`src/asr_pkg.sv`:
```
// Package of widths, timing figures and states for the asynchronous static memory controller.
package asr_pkg;

  // Memory organisation.
  localparam int ASR_ADDR_W = 13;
  localparam int ASR_DATA_W = 8;
  localparam int ASR_WORDS  = 8192;

  // Controller clock period.
  localparam int CLK_PERIOD_NS = 50;

  // Memory timing in nanoseconds, slower grade, which also covers the faster grade.
  localparam int T_RC_NS  = 100;
  localparam int T_AA_NS  = 100;
  localparam int T_OE_NS  = 50;
  localparam int T_OHZ_NS = 35;
  localparam int T_WC_NS  = 100;
  localparam int T_CW_NS  = 80;
  localparam int T_AW_NS  = 80;
  localparam int T_WP_NS  = 60;
  localparam int T_WHZ_NS = 35;
  localparam int T_DW_NS  = 40;

  // A least time rounds up to whole cycles and never gives less than one.
  function automatic int asr_cyc(input int ns);
    int c;
    c = (ns + CLK_PERIOD_NS - 1) / CLK_PERIOD_NS;
    return (c < 1) ? 1 : c;
  endfunction

  function automatic int asr_max(input int a, input int b);
    return (a > b) ? a : b;
  endfunction

  // Derived cycle counts.
  localparam int RC_CYC    = asr_cyc(T_RC_NS);
  localparam int WHZ_CYC   = asr_cyc(T_WHZ_NS);
  localparam int OHZ_CYC   = asr_cyc(T_OHZ_NS);
  localparam int WP_CYC    = asr_max(asr_max(asr_cyc(T_WP_NS), asr_cyc(T_WHZ_NS + T_DW_NS)),
                                     WHZ_CYC + asr_cyc(T_DW_NS));
  localparam int SETUP_CYC = asr_max(OHZ_CYC, asr_max(asr_cyc(T_CW_NS), asr_cyc(T_AW_NS))
                                     - WP_CYC);
  localparam int HOLD_CYC  = asr_max(1, asr_cyc(T_WC_NS) - SETUP_CYC - WP_CYC);
  localparam int RD_CYC    = asr_max(RC_CYC, asr_max(asr_cyc(T_AA_NS), asr_cyc(T_OE_NS)));
  localparam int SYNC_LAT  = 4;
  // One spare cycle, because the access time runs out exactly on a clock edge and the
  // first stage may not yet see the word at that edge.
  localparam int RD_MARGIN = 1;
  localparam int CAP_CYC   = RD_CYC + SYNC_LAT + RD_MARGIN;

  // Width of the phase timer.
  localparam int CNT_W = 4;

  // Reset values of the pins.
  localparam logic [ASR_DATA_W-1:0] DATA_RST = 8'h00;
  localparam logic [ASR_ADDR_W-1:0] ADDR_RST = 13'h0000;

  typedef enum logic [2:0] {
    ASR_IDLE,
    ASR_RETAIN,
    ASR_RECOVER,
    ASR_W_SETUP,
    ASR_W_PULSE,
    ASR_W_HOLD,
    ASR_R_ACCESS,
    ASR_R_RELEASE
  } asr_state_t;

endpackage

```
`src/asr_sync_if.sv`:
```
// Interface carrying the raw data pins and their filtered value between controller modules.
`timescale 1ns/100ps
interface asr_sync_if #(
  parameter int W = 8
);
  logic [W-1:0] raw;
  logic [W-1:0] stable;

  modport sync (input raw, output stable);
  modport user (output raw, input stable);
endinterface

```
`src/asr_pin_sync.sv`:
```
// Three-stage synchroniser with agreement filter for the data pins.
`timescale 1ns/100ps
module asr_pin_sync import asr_pkg::*; #(
  parameter int W = ASR_DATA_W
) (
  input  wire logic mclk_i,
  input  wire logic reset_i,
  asr_sync_if.sync  port
);

  genvar b;
  generate
    for (b = 0; b < W; b++) begin : g_bit
      logic s1;
      logic s2;
      logic s3;
      logic filt;
      // The first stage feeds only the second, so metastability cannot reach the filter.
      always_ff @(posedge mclk_i) begin
        if (reset_i) begin
          s1   <= 1'b0;
          s2   <= 1'b0;
          s3   <= 1'b0;
          filt <= 1'b0;
        end else begin
          s1 <= port.raw[b];
          s2 <= s1;
          s3 <= s2;
          if (s2 == s3) begin
            filt <= s3;
          end
        end
      end
      assign port.stable[b] = filt;
    end
  endgenerate

endmodule // asr_pin_sync

```
`src/asr_host.sv`:
```
// Controller that drives an asynchronous static memory through its pins.
//
// Behaviour
// - Write strobe stays low long enough.
// - Selects asserted long enough before write end.
// - Address stable before write, valid long enough.
// - Address held past write end; cycle long.
// - Write data set up and held.
// - No opposing drive while memory releases.
// - Strobe covers release plus data overlap.
// - High select held firm during retention.
`timescale 1ns/100ps
module asr_host import asr_pkg::*; #(
  parameter int AW = ASR_ADDR_W,
  parameter int DW = ASR_DATA_W
) (
  input  wire logic          mclk_i,
  input  wire logic          reset_i,
  input  wire logic          req_i,
  input  wire logic          write_i,
  input  wire logic [AW-1:0] addr_i,
  input  wire logic [DW-1:0] wdata_i,
  input  wire logic          retain_i,
  output wire logic          ready_o,
  output logic      [DW-1:0] rdata_o,
  output logic               rvalid_o,
  output logic               retained_o,
  output logic      [AW-1:0] addr_in_o,
  output logic               select_low_active_o,
  output logic               select_high_active_o,
  output logic               write_strobe_n_o,
  output logic               drive_enable_n_o,
  input  wire logic [DW-1:0] bidir_data_bus_i,
  output logic      [DW-1:0] bidir_data_bus_o,
  output logic               bidir_data_bus_oe_o
);

  asr_state_t         state;
  asr_state_t         next_state;
  logic   [CNT_W-1:0] cnt;
  logic   [CNT_W-1:0] next_cnt;
  logic      [DW-1:0] wdata_q;
  logic               timer_done;
  logic               take_req;

  asr_sync_if #(.W(DW)) sync_bus ();

  // Read data comes from another timing domain, so it passes the filtered synchroniser.
  assign sync_bus.raw = bidir_data_bus_i;

  asr_pin_sync #(.W(DW)) u_sync (
    .mclk_i  (mclk_i),
    .reset_i (reset_i),
    .port    (sync_bus)
  );

  // Handshake decode; retention has priority over a new request.
  // A refused request is dropped, not queued, so the caller holds it until ready_o.
  assign timer_done = (cnt == '0);
  assign ready_o    = (state == ASR_IDLE) && !retain_i;
  assign take_req   = ready_o && req_i;

  // Phase sequencer; every phase lasts its loaded count plus one cycle.
  always_comb begin
    next_state = state;
    next_cnt   = (cnt == '0) ? cnt : cnt - 1'b1;
    case (state)
      ASR_IDLE: begin
        // The address pin loads on this same edge, so setup starts with a valid address.
        if (retain_i) begin
          next_state = ASR_RETAIN;
        end else if (take_req && write_i) begin
          next_state = ASR_W_SETUP;
          next_cnt   = CNT_W'(SETUP_CYC - 1);
        end else if (take_req) begin
          next_state = ASR_R_ACCESS;
          next_cnt   = CNT_W'(CAP_CYC - 1);
        end
      end
      ASR_RETAIN: begin
        // Leaving retention waits a full read cycle while the supply settles.
        if (!retain_i) begin
          next_state = ASR_RECOVER;
          next_cnt   = CNT_W'(RC_CYC - 1);
        end
      end
      ASR_RECOVER: begin
        if (timer_done) begin
          next_state = ASR_IDLE;
        end
      end
      ASR_W_SETUP: begin
        if (timer_done) begin
          next_state = ASR_W_PULSE;
          next_cnt   = CNT_W'(WP_CYC - 1);
        end
      end
      ASR_W_PULSE: begin
        if (timer_done) begin
          next_state = ASR_W_HOLD;
          next_cnt   = CNT_W'(HOLD_CYC - 1);
        end
      end
      ASR_W_HOLD: begin
        if (timer_done) begin
          next_state = ASR_IDLE;
        end
      end
      ASR_R_ACCESS: begin
        if (timer_done) begin
          next_state = ASR_R_RELEASE;
          next_cnt   = CNT_W'(OHZ_CYC - 1);
        end
      end
      ASR_R_RELEASE: begin
        if (timer_done) begin
          next_state = ASR_IDLE;
        end
      end
      default: begin
        next_state = ASR_IDLE;
        next_cnt   = '0;
      end
    endcase
  end

  // Pin levels for the coming cycle, decoded from the next phase.
  // Deselecting between accesses keeps the memory in power-down whenever we are idle.
  logic next_sel;
  logic next_sel_high;
  logic next_we_n;
  logic next_oe_n;
  logic next_drive;

  // Selects stay asserted from setup through hold so chip select time covers the write.
  assign next_sel      = (next_state == ASR_W_SETUP) || (next_state == ASR_W_PULSE) ||
                         (next_state == ASR_W_HOLD) || (next_state == ASR_R_ACCESS);
  // During retention the high select is driven firmly low, never left floating.
  assign next_sel_high = next_sel;
  assign next_we_n     = !(next_state == ASR_W_PULSE);
  // Output enable stays high for the whole write so the memory never fights our data.
  assign next_oe_n     = !(next_state == ASR_R_ACCESS);
  // Data starts only after the memory's release time from the strobe edge and stays
  // one cycle past the strobe rise for the zero hold.
  assign next_drive    = ((next_state == ASR_W_PULSE) &&
                          (next_cnt < CNT_W'(WP_CYC - WHZ_CYC))) ||
                         (next_state == ASR_W_HOLD);

  // State, timer and the latched request.
  always_ff @(posedge mclk_i) begin
    if (reset_i) begin
      state   <= ASR_IDLE;
      cnt     <= '0;
      wdata_q <= DATA_RST;
    end else begin
      state <= next_state;
      cnt   <= next_cnt;
      if (take_req) begin
        wdata_q <= wdata_i;
      end
    end
  end

  // Registered pins; the address changes only in idle, never inside a write.
  // Every pin leaves a flip-flop, so no decode glitch ever reaches the memory.
  always_ff @(posedge mclk_i) begin
    if (reset_i) begin
      addr_in_o            <= ADDR_RST;
      select_low_active_o  <= 1'b1;
      select_high_active_o <= 1'b0;
      write_strobe_n_o     <= 1'b1;
      drive_enable_n_o     <= 1'b1;
      bidir_data_bus_o     <= DATA_RST;
      bidir_data_bus_oe_o  <= 1'b0;
    end else begin
      if (take_req) begin
        addr_in_o <= addr_i;
      end
      select_low_active_o  <= !next_sel;
      select_high_active_o <= next_sel_high;
      write_strobe_n_o     <= next_we_n;
      drive_enable_n_o     <= next_oe_n;
      bidir_data_bus_o     <= wdata_q;
      bidir_data_bus_oe_o  <= next_drive;
    end
  end

  // Read capture happens once the access time and the synchroniser latency have passed.
  // The margin cycle costs one cycle per read, but a word that settles right on a clock
  // edge is never taken while it is still half-way through the filter.
  always_ff @(posedge mclk_i) begin
    if (reset_i) begin
      rdata_o    <= DATA_RST;
      rvalid_o   <= 1'b0;
      retained_o <= 1'b0;
    end else begin
      rvalid_o   <= 1'b0;
      retained_o <= (next_state == ASR_RETAIN);
      if ((state == ASR_R_ACCESS) && timer_done) begin
        rdata_o  <= sync_bus.stable;
        rvalid_o <= 1'b1;
      end
    end
  end

endmodule // asr_host

```
`config.mk`:
```
export PLATFORM = sky130hd
export DESIGN_NAME = asr_host
export DESIGN_NICKNAME = d
export VERILOG_FILES = /design/src/asr_pkg.sv /design/src/asr_sync_if.sv /design/src/asr_pin_sync.sv /design/src/asr_host.sv
export SDC_FILE = /design/constraint.sdc
export NUM_CORES = 1
export LEC_CHECK = 0
export BUFFER_PORTS_ARGS = -buffer_cell sky130_fd_sc_hd__buf_2
export CORE_AREA = 2 2 104 106
export DETAILED_ROUTE_END_ITERATION = 10
export DIE_AREA = 0 0 106 108
export GPL_TIMING_DRIVEN = 1
export PLACE_DENSITY = 0.54
export SYNTH_ARGS = -nofsm -noshare
export SYNTH_HDL_FRONTEND = slang
export SYNTH_SLANG_ARGS = --single-unit
```
`constraint.sdc`:
```
create_clock -name mclk_i -period 2.6 [get_ports mclk_i]
set_input_delay 0 -clock mclk_i [delete_from_list [all_inputs] [get_ports mclk_i]]
set_output_delay 0 -clock mclk_i [all_outputs]
set_load 0.02 [all_outputs]
```
Word-level counts from Yosys, hierarchy flattened
Cells that the tools add are included.
{"block": "word_totals", "reg_bits": 83, "out_inout_bits": 37}
{"block": "op_classes", "eq_ne": 20, "reduce_logical": 17, "n_mux": 18, "order_cmp": 1, "addsub": 1}
{"op": "$mux W4", "count": 7}
{"op": "$mux W3", "count": 8}
{"op": "$eq A3 B3 Y1 const B", "count": 7}
{"op": "$pmux W3 S6", "count": 1}
{"op": "$pmux W4 S4", "count": 1}
{"op": "$eq A3 B2 Y1 const B", "count": 3}
{"op": "$eq A1 B1 Y1", "count": 8}
{"op": "$eq A3 B1 Y1 const B", "count": 2}
{"op": "$logic_and A1 B1 Y1", "count": 5}
{"op": "$logic_not A1 Y1", "count": 4}
{"op": "$logic_not A4 Y1", "count": 1}
{"op": "$logic_or A1 B1 Y1", "count": 4}
{"op": "$lt A4 B1 Y1 const B", "count": 1}
{"op": "$sub A4 B1 Y4 const B", "count": 1}
{"op": "$logic_not A3 Y1", "count": 1}
{"op": "$reduce_or A3 Y1", "count": 1}
{"op": "$reduce_or A2 Y1", "count": 1}
{"op": "$mux W1", "count": 1}

Depth between registers and ports, before layout
Gate-level depths: netlist (run 1).
{"block": "depth", "depth_word": 12, "depth_mapped": 10, "ltp_nobuf": 9}

Modules after synthesis
From an unflattened synthesis (run 1), not the netlist that was laid out.
{"block": "unflattened", "hier_cells": 314, "area_unflattened_um2": 2996.6}
{"module": "asr_host", "area_per_inst_um2": 2013.2, "cells_per_inst": 223, "instances": 1}
{"module": "asr_pin_sync", "area_per_inst_um2": 983.4, "cells_per_inst": 91, "instances": 1}

Worst setup path after synthesis (run 1)
No wires, ideal clock.
{"block": "synth_timing", "path_type": "register -> register", "from": "reg cnt[0]", "to": "reg bidir_data_bus_oe_o", "setup_slack_ps": 372, "t_arrival_ps": 2112, "required_time_ps": 2483, "path_stages_with_launch": 11, "n_path_buf": 1, "cell_sequence": "dfxtp_1 -> inv_1 -> ha_1 -> or3b_1 -> buf_6 -> ha_1 -> and4b_1 -> a221oi_1 -> o221ai_1 -> a31oi_1 -> and4b_1"}
{"block": "synth_via", "elab_chain_cells": 9, "word_cells_on_any_way": 20}
{"item": "start, declared", "line_no": "asr_host.sv:40", "source": "logic [CNT_W-1:0] cnt;"}
{"item": "start signal, assigned", "line_no": "asr_host.sv:157", "source": "cnt <= next_cnt;"}
{"item": "$sub A4 B1 Y4 / $logic_not A4 Y1 (equally long branches)", "line_no": "asr_host.sv:66, asr_host.sv:59"}
{"item": "$mux W4", "line_no": "asr_host.sv:66", "source": "next_cnt = (cnt == '0) ? cnt : cnt - 1'b1;"}
{"item": "$mux W4", "line_no": "asr_host.sv:75", "source": "end else if (take_req) begin"}
{"item": "$mux W4", "line_no": "asr_host.sv:72", "source": "end else if (take_req && write_i) begin"}
{"item": "$mux W4", "line_no": "asr_host.sv:70", "source": "if (retain_i) begin"}
{"item": "$pmux W4 S4", "line_no": "asr_host.sv:67", "source": "case (state)"}
{"item": "$lt A4 B1 Y1", "line_no": "asr_host.sv:146", "source": "(next_cnt < CNT_W'(WP_CYC - WHZ_CYC))) ||"}
{"item": "$logic_and A1 B1 Y1", "line_no": "asr_host.sv:145", "source": "assign next_drive = ((next_state == ASR_W_PULSE) &&"}
{"item": "$logic_or A1 B1 Y1 (*)", "line_no": "asr_host.sv:146"}
{"item": "end signal, assigned", "line_no": "asr_host.sv:184", "source": "bidir_data_bus_oe_o <= next_drive;"}
{"item": "end, declared", "line_no": "asr_host.sv:35", "source": "output logic bidir_data_bus_oe_o"}
Every way passes the cells marked *; elsewhere a longest branch is shown, timed or not.
A chain may end at the register's enable or synchronous reset.

Worst setup path after layout (run 1)
Ends and elaborated chain as after synthesis.

==> results of run 1 <==
## worst max-delay path by stage
| stage | from | to | slack (ns) | cells past startpoint |
|---|---|---|---|---|
| after detailed placement | cnt[0] | bidir_data_bus_oe_o | 0.18 | 9 |
| after CTS | cnt[0] | bidir_data_bus_oe_o | 0.16 | 9 |
| after global routing | cnt[0] | bidir_data_bus_oe_o | 0.03 | 9 |
| after floorplan | cnt[0] | bidir_data_bus_oe_o | 0.37 | 10 |
| after global placement | cnt[0] | bidir_data_bus_oe_o | 0.29 | 9 |
| final | cnt[0] | bidir_data_bus_oe_o | 0.23 | 9 |
## power by group through the flow
stage / combinational [W] / sequential [W] / clock [W]
after floorplan: 0.000434 / 0.00147 / 0
after global placement: 0.000582 / 0.00145 / 0
after detailed placement: 0.000590 / 0.00145 / 0
after CTS: 0.000626 / 0.00142 / 0.00105
after global routing: 0.000710 / 0.00144 / 0.00110
final: 0.000642 / 0.00142 / 0.000997
## state kept, by name, summed over array words and instances, names as in the netlist
| register | flops |
|---|---|
| write_strobe_n_o | 1 |
| wdata_q | 8 |
| retained_o | 1 |
| u_sync.g_bit.s1 | 8 |
| u_sync.g_bit.filt | 8 |
| u_sync.g_bit.s3 | 8 |
| bidir_data_bus_o | 8 |
| select_low_active_o | 1 |
| u_sync.g_bit.s2 | 8 |
| addr_in_o | 13 |
| drive_enable_n_o | 1 |
| select_high_active_o | 1 |
| rvalid_o | 1 |
| cnt | 4 |
| rdata_o | 8 |
| bidir_data_bus_oe_o | 1 |
| state | 3 |
## cell families after synthesis
kind of cell	count (synthesis)	synth area share [%]
muxes	11	3.78
AOI/OAI and AO/OA	55	11.0
and+or+nand+nor	135	23.4
DFF	83	56.3
adders and majority gates	3	1.27
buffers and inverters	21	3.90
xor gates and xnor gates	1	0.297
## critical path: stages, from the launching register on
cell and delay (ns):
dfxtp_1 0.33, inv_1 0.08, ha_2 0.23, or3b_4 0.43, ha_1 0.19, and4b_1 0.17, a221oi_1 0.23, o221ai_1 0.21
a31oi_1 0.18, and4b_1 0.22
## repair_timing
action,in CTS,in global routing
endpoints found under the setup margin,0,1
hold buffers,29,0
gates resized for setup,0,2
hold endpoints to repair,29,0
## final cells by class
type	count	area, µm²	share of cell area (%)
clock inverters	5	85.1	2.18
well taps	136	170	4.36
inverters	4	15.0	0.385
multi-input cells	205	1180	30.2
repair buffers	102	663	17.0
flip-flops and latches	83	1660	42.6
clock buffers	11	131	3.37
## routing by layer
| layer | track usage (%) | up-vias | routed length (µm) |
|---|---|---|---|
| met5 | 0 | - | 0 |
| met4 | 5.08 | 0 | 53 |
| met3 | 2.71 | 7 | 312 |
| met2 | 17.2 | 73 | 2910 |
| met1 | 13.5 | 1068 | 2880 |
| li1 | - | 1219 | - |
## layout by cell type, fill, tap and decap left out, types with 2 or more instances in the layout
cell type	count
ha_1	2
and4b_1	2
o21ai_0	13
mux2i_1	10
clkbuf_1	2
nand2_1	58
and2b_1	2
a21oi_1	29
clkbuf_8	9
a2bb2oi_1	2
nor3_1	4
inv_1	4
bufinv_16	2
buf_2	70
nor2b_1	34
and4bb_2	3
a211oi_1	2
buf_4	3
and2_1	2
nor2_1	20
dfxtp_1	83
dlygate4sd3_1	29
## per-stage QoR
stage	util [%]	hold slack, ns	setup WS (ns)	instances	cell area (µm²)
CTS	38.1	0.108	0.160	546	3900
global route	38.2	0.132	0.0329	546	3900
global placement	33.2	0.210	0.288	501	3390
floorplan	-	0.0550	0.372	309	2950
detailed placement	33.2	0.212	0.177	501	3390
finish	38.2	0.116	0.231	546	3900
==> impl_metrics.env, run 1 <==
export IMPL_peakVddDrop_uv=257
export IMPL_internal_power_w=0.00220
export IMPL_synth_seq_area_share_pct=56.3
export IMPL_synthTopCellsByArea="dfxtp_1, nand2_1, nor2b_1"
export IMPL_period_needed_ns=2.37
export IMPL_powerDensity_nw_per_um2=784
export IMPL_numCtsBuffers=9
export IMPL_async_reset_ff_share_pct=0
export IMPL_die_area_um2=11400
export IMPL_finalCritPeriodShare_pct=91.1
export IMPL_die_height_um=108
export IMPL_drt_iter0_drc=104
export IMPL_insertion_delay_ns=0.34
export IMPL_via_per_inst=4.34
export IMPL_overflow=0
export IMPL_skew_ns=0.00880
export IMPL_grt_total_usage_pct=10.7
export IMPL_fmax_mhz=422
export IMPL_postSynthCellCount=309
export IMPL_initial_core_util_pct=28.8
export IMPL_cts_htree_levels=3
export IMPL_clk_path_buf_depth=2
export IMPL_synth_most_common_cell="dfxtp_1"
export IMPL_drive_gt1_share_pct=23.9
export IMPL_synth_cell_types=44
export IMPL_worstSetupStartpointType="flop"
export IMPL_worst_ep_arrival_time_ns=2.59
export IMPL_tightest_slew_ns=0.738
export IMPL_crit_path_end_kind="flop"
export IMPL_hpwl_um=3990
export IMPL_hold_depth=2
export IMPL_cts_root_buf="clkbuf_8"
export IMPL_post_cts_setup_buffers=0
export IMPL_p_sw_share_pct=28.2
export IMPL_dieWidth_um=106
export IMPL_grt_pass1_vias=2111
export IMPL_grt_max_degree=51
export IMPL_reg2reg_from="cnt[0]"
export IMPL_synth_seq_cells=83
export IMPL_hold_start="reset_i"
export IMPL_gp_congestion=0.817
export IMPL_synth_top_area_cell="dfxtp_1"
export IMPL_maxCapViolations=0
export IMPL_firstDrtPassIters=4
export IMPL_rrSetupSlack_ns=0.23
export IMPL_power_w=0.00306
export IMPL_hold_violations=0
export IMPL_ant_nets=0
export IMPL_critPathMaxFanout=6
export IMPL_ys_top_cells_by_count="dfxtp_1, nand2_1, nor2b_1"
export IMPL_boundaryPins=71
export IMPL_syn2layout_area_growth_pct=32.4
export IMPL_p_seq_share_pct=46.5
export IMPL_worstHoldPathType="in2reg"
export IMPL_wl_per_cell_um=11.3
export IMPL_vias=2367
export IMPL_syn_avg_cell_area_um2=9.54
export IMPL_tns_ns=0
export IMPL_reg2reg_to="bidir_data_bus_oe_o"
export IMPL_io_buffer_count=70
export IMPL_routed_wl_um=6150
export IMPL_nets=442
export IMPL_power_leakage_nw=1.60
export IMPL_core_um2=10200
export IMPL_antenna_cells=0
export IMPL_cp_required_ns=2.83
export IMPL_setup_viol=0
export IMPL_fill_cells=1023
export IMPL_clkSlewWorstSetupHoldPaths_ns=0.08
export IMPL_grt_pass1_wl_um=9720
export IMPL_holdPathEnd="rdata_o[3]"
export IMPL_synth_fp_nets=346
export IMPL_clock_sinks=83
export IMPL_yosysWarnings=0
export IMPL_rsz0062_at_grt="no"
export IMPL_synth_top_cell_area_share_pct=56.3
export IMPL_clkPwrFrac_pct=32.6
export IMPL_max_slew_margin_rel_pct=50.7
export IMPL_synth_edf_count=0
export IMPL_r2r_cells=9
export IMPL_antenna_found_initial=0
export IMPL_core_rowCount=37
export IMPL_p_comb_share_pct=21.0
export IMPL_status="complete, no violations"
export IMPL_p_switching_w=0.000863
export IMPL_drc=0
export IMPL_cts_tree="yes"
export IMPL_crit_type="reg2reg"
export IMPL_ys_flop_type="dfxtp_1"
export IMPL_syn_area_um2=2950
export IMPL_drv_slew=0
Power figures use the tool's default switching activity.
==> run 2: changes to the inputs <==
Settings changed: BUFFER_PORTS_ARGS -buffer_cell sky130_fd_sc_hd__buf_2 to -buffer_cell sky130_fd_sc_hd__clkbuf_2.
==> impl_metrics.env, run 2 (same netlist as run 1, synthesis figures left out) <==
export IMPL_antenna_found_initial=0
export IMPL_worstSetupStartpointType="flop"
export IMPL_design_area_um2=3900
export IMPL_grt_total_usage_pct=11.2
export IMPL_clock_sinks=83
export IMPL_skew_ns=0.0113
export IMPL_drc=0
export IMPL_powerDensity_nw_per_um2=770
export IMPL_wl_per_cell_um=11.4
export IMPL_io_buffer_count=70
export IMPL_ant_nets=0
export IMPL_drt_iter0_drc=152
export IMPL_power_leakage_nw=1.58
export IMPL_rrSetupSlack_ns=0.20
export IMPL_reg2reg_from="cnt[0]"
export IMPL_setup_ws_ns=0.205
export IMPL_overflow=0
export IMPL_clkPwrFrac_pct=31.0
export IMPL_core_rowCount=37
export IMPL_die_area_um2=11400
export IMPL_hpwl_um=3990
export IMPL_crit_type="reg2reg"
export IMPL_peakVddDrop_uv=369
export IMPL_utilization_pct=38.1
export IMPL_internal_power_w=0.00211
export IMPL_p_seq_share_pct=47.4
export IMPL_maxCapViolations=0
export IMPL_insertion_delay_ns=0.34
export IMPL_grt_pass1_vias=2233
export IMPL_p_sw_share_pct=29.7
export IMPL_grt_pass1_wl_um=10100
export IMPL_setup_viol=0
export IMPL_placed_area_um2=3400
export IMPL_max_slew_margin_rel_pct=42.8
export IMPL_p_comb_share_pct=21.6
export IMPL_routed_wl_um=6240
export IMPL_worstHoldPathType="in2reg"
export IMPL_nets=442
export IMPL_clk_path_buf_depth=2
export IMPL_critPathMaxFanout=6
export IMPL_grt_max_degree=42
export IMPL_syn2layout_area_growth_pct=32.2
export IMPL_largest_register_ffs=13
export IMPL_crit_path_end_kind="flop"
export IMPL_gp_congestion=0.825
export IMPL_initial_core_util_pct=28.8
export IMPL_dp_slack_ns=0.157
export IMPL_tightest_slew_ns=0.859
export IMPL_numCtsBuffers=9
export IMPL_worst_ep_arrival_time_ns=2.63
export IMPL_drive_gt1_share_pct=23.9
export IMPL_hold_start="write_i"
export IMPL_final_common_cell="dfxtp_1"
export IMPL_antenna_cells=0
export IMPL_post_cts_setup_buffers=0
export IMPL_via_per_inst=4.29
export IMPL_firstDrtPassIters=4
export IMPL_rsz0062_at_grt="no"
export IMPL_holdPathEnd="cnt[1]"
export IMPL_r2r_cells=8
export IMPL_top_register="addr_in_o"
export IMPL_die_height_um=108
export IMPL_boundaryPins=71
export IMPL_hold_violations=0
export IMPL_fmax_mhz=418
export IMPL_final_cell_mix="dfxtp_1, clkbuf_2, nand2_1"
export IMPL_status="complete, no violations"
export IMPL_clkSlewWorstSetupHoldPaths_ns=0.09
export IMPL_p_switching_w=0.000892
export IMPL_cts_tree="yes"
export IMPL_period_needed_ns=2.40
export IMPL_finalCritPeriodShare_pct=92.1
export IMPL_core_um2=10200
export IMPL_hold_depth=5
export IMPL_power_w=0.00300
export IMPL_vias=2340
export IMPL_tns_ns=0
export IMPL_cts_root_buf="clkbuf_8"
export IMPL_dieWidth_um=106
export IMPL_cp_required_ns=2.83
export IMPL_cts_htree_levels=3
export IMPL_drv_slew=0
export IMPL_reg2reg_to="bidir_data_bus_oe_o"
==> run 2: metal layers <==
layer,vias up,global-route usage [%],part of all wire [%]
met3,4,3.50,6.1
met2,76,18.7,47
met4,0,3.95,0.61
met5,-,0,0
met1,1041,13.7,47
li1,1219,-,-
==> run 2: worst max path at each step <==
stage               startpoint             endpoint  slack (ns)
finish                  cnt[0]  bidir_data_bus_oe_o        0.20
global route            cnt[0]  bidir_data_bus_oe_o        0.03
CTS                     cnt[0]  bidir_data_bus_oe_o        0.15
detailed placement      cnt[0]  bidir_data_bus_oe_o        0.16
global placement        cnt[0]  bidir_data_bus_oe_o        0.25
floorplan               cnt[0]  bidir_data_bus_oe_o        0.37
==> run 2: worst max-delay path, stage by stage, from the launching register on <==
cell	delay, ns
dfxtp_1	0.33
inv_1	0.09
ha_1	0.24
or3b_4	0.45
ha_1	0.34
a211oi_1	0.26
o221ai_1	0.18
a31oi_1	0.19
and4b_1	0.21
==> run 2: cell type report <==
| cell class | instances | area [µm²] |
|---|---|---|
| fill | 1037 | 6330 |
| clock buffer | 10 | 128 |
| sequential | 83 | 1660 |
| multi-input combinational | 205 | 1170 |
| timing repair buffer | 102 | 676 |
| inverter | 4 | 15.0 |
| tap | 136 | 170 |
| clock inverter | 6 | 72.6 |
==> run 2: what timing repair did <==
action                     in CTS  in global routing
hold buffers                   29                  0
resized for setup               0                  1
setup endpoints to repair       0                  1
hold endpoints to repair       29                  0
==> run 2: power groups by stage <==
| stage | logic [W] | registers, W | clock network (W) |
|---|---|---|---|
| 6_report | 0.000647 | 0.00142 | 0.000932 |
| 5_1_grt | 0.000712 | 0.00144 | 0.00103 |
| 4_1_cts | 0.000635 | 0.00142 | 0.000977 |
| 3_5_place_dp | 0.000594 | 0.00145 | 0 |
| 3_3_place_gp | 0.000585 | 0.00145 | 0 |
| 2_1_floorplan | 0.000434 | 0.00147 | 0 |
==> run 2: per-stage QoR <==
stage / hold WS [ns] / std cells
4_1_cts: 0.167 / 546
3_5_place_dp: 0.214 / 501
5_1_grt: 0.192 / 546
2_1_floorplan: 0.0550 / 309
6_report: 0.200 / 546
3_3_place_gp: 0.212 / 501
==> run 3: changes to the inputs <==
Settings changed: REMOVE_ABC_BUFFERS set to 1.
==> impl_metrics.env, run 3 (same netlist as run 1, synthesis figures left out) <==
export IMPL_power_leakage_nw=1.58
export IMPL_tightest_slew_ns=0.745
export IMPL_drt_iter0_drc=62
export IMPL_status="complete, no violations"
export IMPL_hold_violations=0
export IMPL_drive_gt1_share_pct=24.1
export IMPL_max_slew_margin_rel_pct=50.2
export IMPL_overflow=0
export IMPL_worstHoldPathType="in2reg"
export IMPL_wl_per_cell_um=11.6
export IMPL_largest_register_ffs=13
export IMPL_crit_path_end_kind="flop"
export IMPL_crit_type="reg2reg"
export IMPL_p_comb_share_pct=20.9
export IMPL_p_sw_share_pct=30.6
export IMPL_fill_cells=1017
export IMPL_dp_slack_ns=0.234
export IMPL_drv_slew=0
export IMPL_routed_wl_um=6350
export IMPL_rsz0062_at_grt="no"
export IMPL_powerDensity_nw_per_um2=777
export IMPL_ctsResizeCount=0
export IMPL_cts_htree_levels=3
export IMPL_finalCritPeriodShare_pct=93.7
export IMPL_tns_ns=0
export IMPL_maxCapViolations=0
export IMPL_power_w=0.00303
export IMPL_dieWidth_um=106
export IMPL_skew_ns=0.00681
export IMPL_p_seq_share_pct=47.0
export IMPL_antenna_cells=0
export IMPL_grt_pass1_vias=2256
export IMPL_p_switching_w=0.000928
export IMPL_setup_viol=0
export IMPL_worst_ep_arrival_time_ns=2.69
export IMPL_grt_total_usage_pct=11.8
export IMPL_clkSlewWorstSetupHoldPaths_ns=0.09
export IMPL_antenna_found_initial=0
export IMPL_final_cell_mix="dfxtp_1, clkbuf_2, nand2_1"
export IMPL_cp_required_ns=2.85
export IMPL_clock_sinks=83
export IMPL_period_needed_ns=2.44
export IMPL_via_per_inst=4.37
export IMPL_grt_pass1_wl_um=10700
export IMPL_critPathMaxFanout=6
export IMPL_vias=2393
export IMPL_clk_path_buf_depth=2
export IMPL_hpwl_um=4150
export IMPL_setup_ws_ns=0.164
export IMPL_drc=0
export IMPL_initial_core_util_pct=28.8
export IMPL_core_rowCount=37
export IMPL_whs_ns=0.167
export IMPL_peakVddDrop_uv=255
export IMPL_io_buffer_count=70
export IMPL_core_um2=10200
export IMPL_grt_max_degree=33
export IMPL_internal_power_w=0.00210
export IMPL_boundaryPins=71
export IMPL_final_common_cell="dfxtp_1"
export IMPL_insertion_delay_ns=0.35
export IMPL_die_area_um2=11400
export IMPL_cts_tree="yes"
export IMPL_firstDrtPassIters=4
export IMPL_cts_root_buf="clkbuf_8"
export IMPL_syn2layout_area_growth_pct=32.1
export IMPL_nets=443
export IMPL_fmax_mhz=410
export IMPL_ant_nets=0
export IMPL_clkPwrFrac_pct=32.0
export IMPL_worstSetupStartpointType="flop"
export IMPL_numCtsBuffers=9
export IMPL_top_register="addr_in_o"
export IMPL_die_height_um=108
export IMPL_gp_congestion=0.825
export IMPL_utilization_pct=38.1
## run 3: changes by cell type in the layout (fill, tap and decap cells not counted), sizes merged
cell | previous run | this run
inv | 7 | 8
clkbuf | 80 | 79
clkinvlp | 0 | 1
clkinv | 2 | 1
buf | 3 | 4
## run 3: metrics by stage
stage                     cell area (µm²)  instances
after floorplan                      2850        292
after global placement               3400        502
after detailed placement             3400        502
after CTS                            3900        547
after global routing                 3900        547
final                                3900        547
## run 3: layout make-up
| type | instances | area (µm²) | area share [%] |
|---|---|---|---|
| inverters | 4 | 15.0 | 0.385 |
| clock inverters | 7 | 82.6 | 2.12 |
| multi-input cells | 205 | 1170 | 30.1 |
| clock buffers | 9 | 124 | 3.18 |
| flip-flops and latches | 83 | 1660 | 42.6 |
| well taps | 136 | 170 | 4.37 |
| repair buffers | 103 | 671 | 17.2 |
## run 3: worst max-delay path: stages (launching register included)
cell and delay (ns):
dfxtp_1 0.33, inv_1 0.09, ha_1 0.24, or3b_1 0.43, ha_1 0.20, and4b_1 0.17
a221oi_1 0.23, o221ai_1 0.20, a31oi_1 0.22, and4b_1 0.22
## run 3: power groups by stage
| stage | clock network, W | logic [W] | registers, W |
|---|---|---|---|
| floorplan | 0 | 0.000360 | 0.00148 |
| global placement | 0 | 0.000581 | 0.00145 |
| detailed placement | 0 | 0.000596 | 0.00145 |
| CTS | 0.00101 | 0.000633 | 0.00142 |
| global route | 0.00107 | 0.000701 | 0.00144 |
| finish | 0.000970 | 0.000634 | 0.00142 |
## run 3: final timing paths
path	start	end	slack, ns	cells after the start
min reg2reg	u_sync.g_bit[4].s1	u_sync.g_bit[4].s2	0.44	1
max	cnt[0]	bidir_data_bus_oe_o	0.16	9
max reg2reg	cnt[0]	bidir_data_bus_oe_o	0.16	9
min	write_i	cnt[1]	0.17	5
## run 3: what timing repair did
action / in CTS / in global routing
endpoints found under the setup margin: 0 / 0
hold buffers: 29 / 0
buffers inserted: 0 / 0
endpoints found under the hold margin: 29 / 0
## run 3: routing by layer
layer	routed length [µm]	part of all wire (%)	GRT usage (%)
met1	2950	46	14.8
met2	2850	45	18.3
met3	403	6.4	3.62
met4	144	2.3	6.39
met5	0	0	0
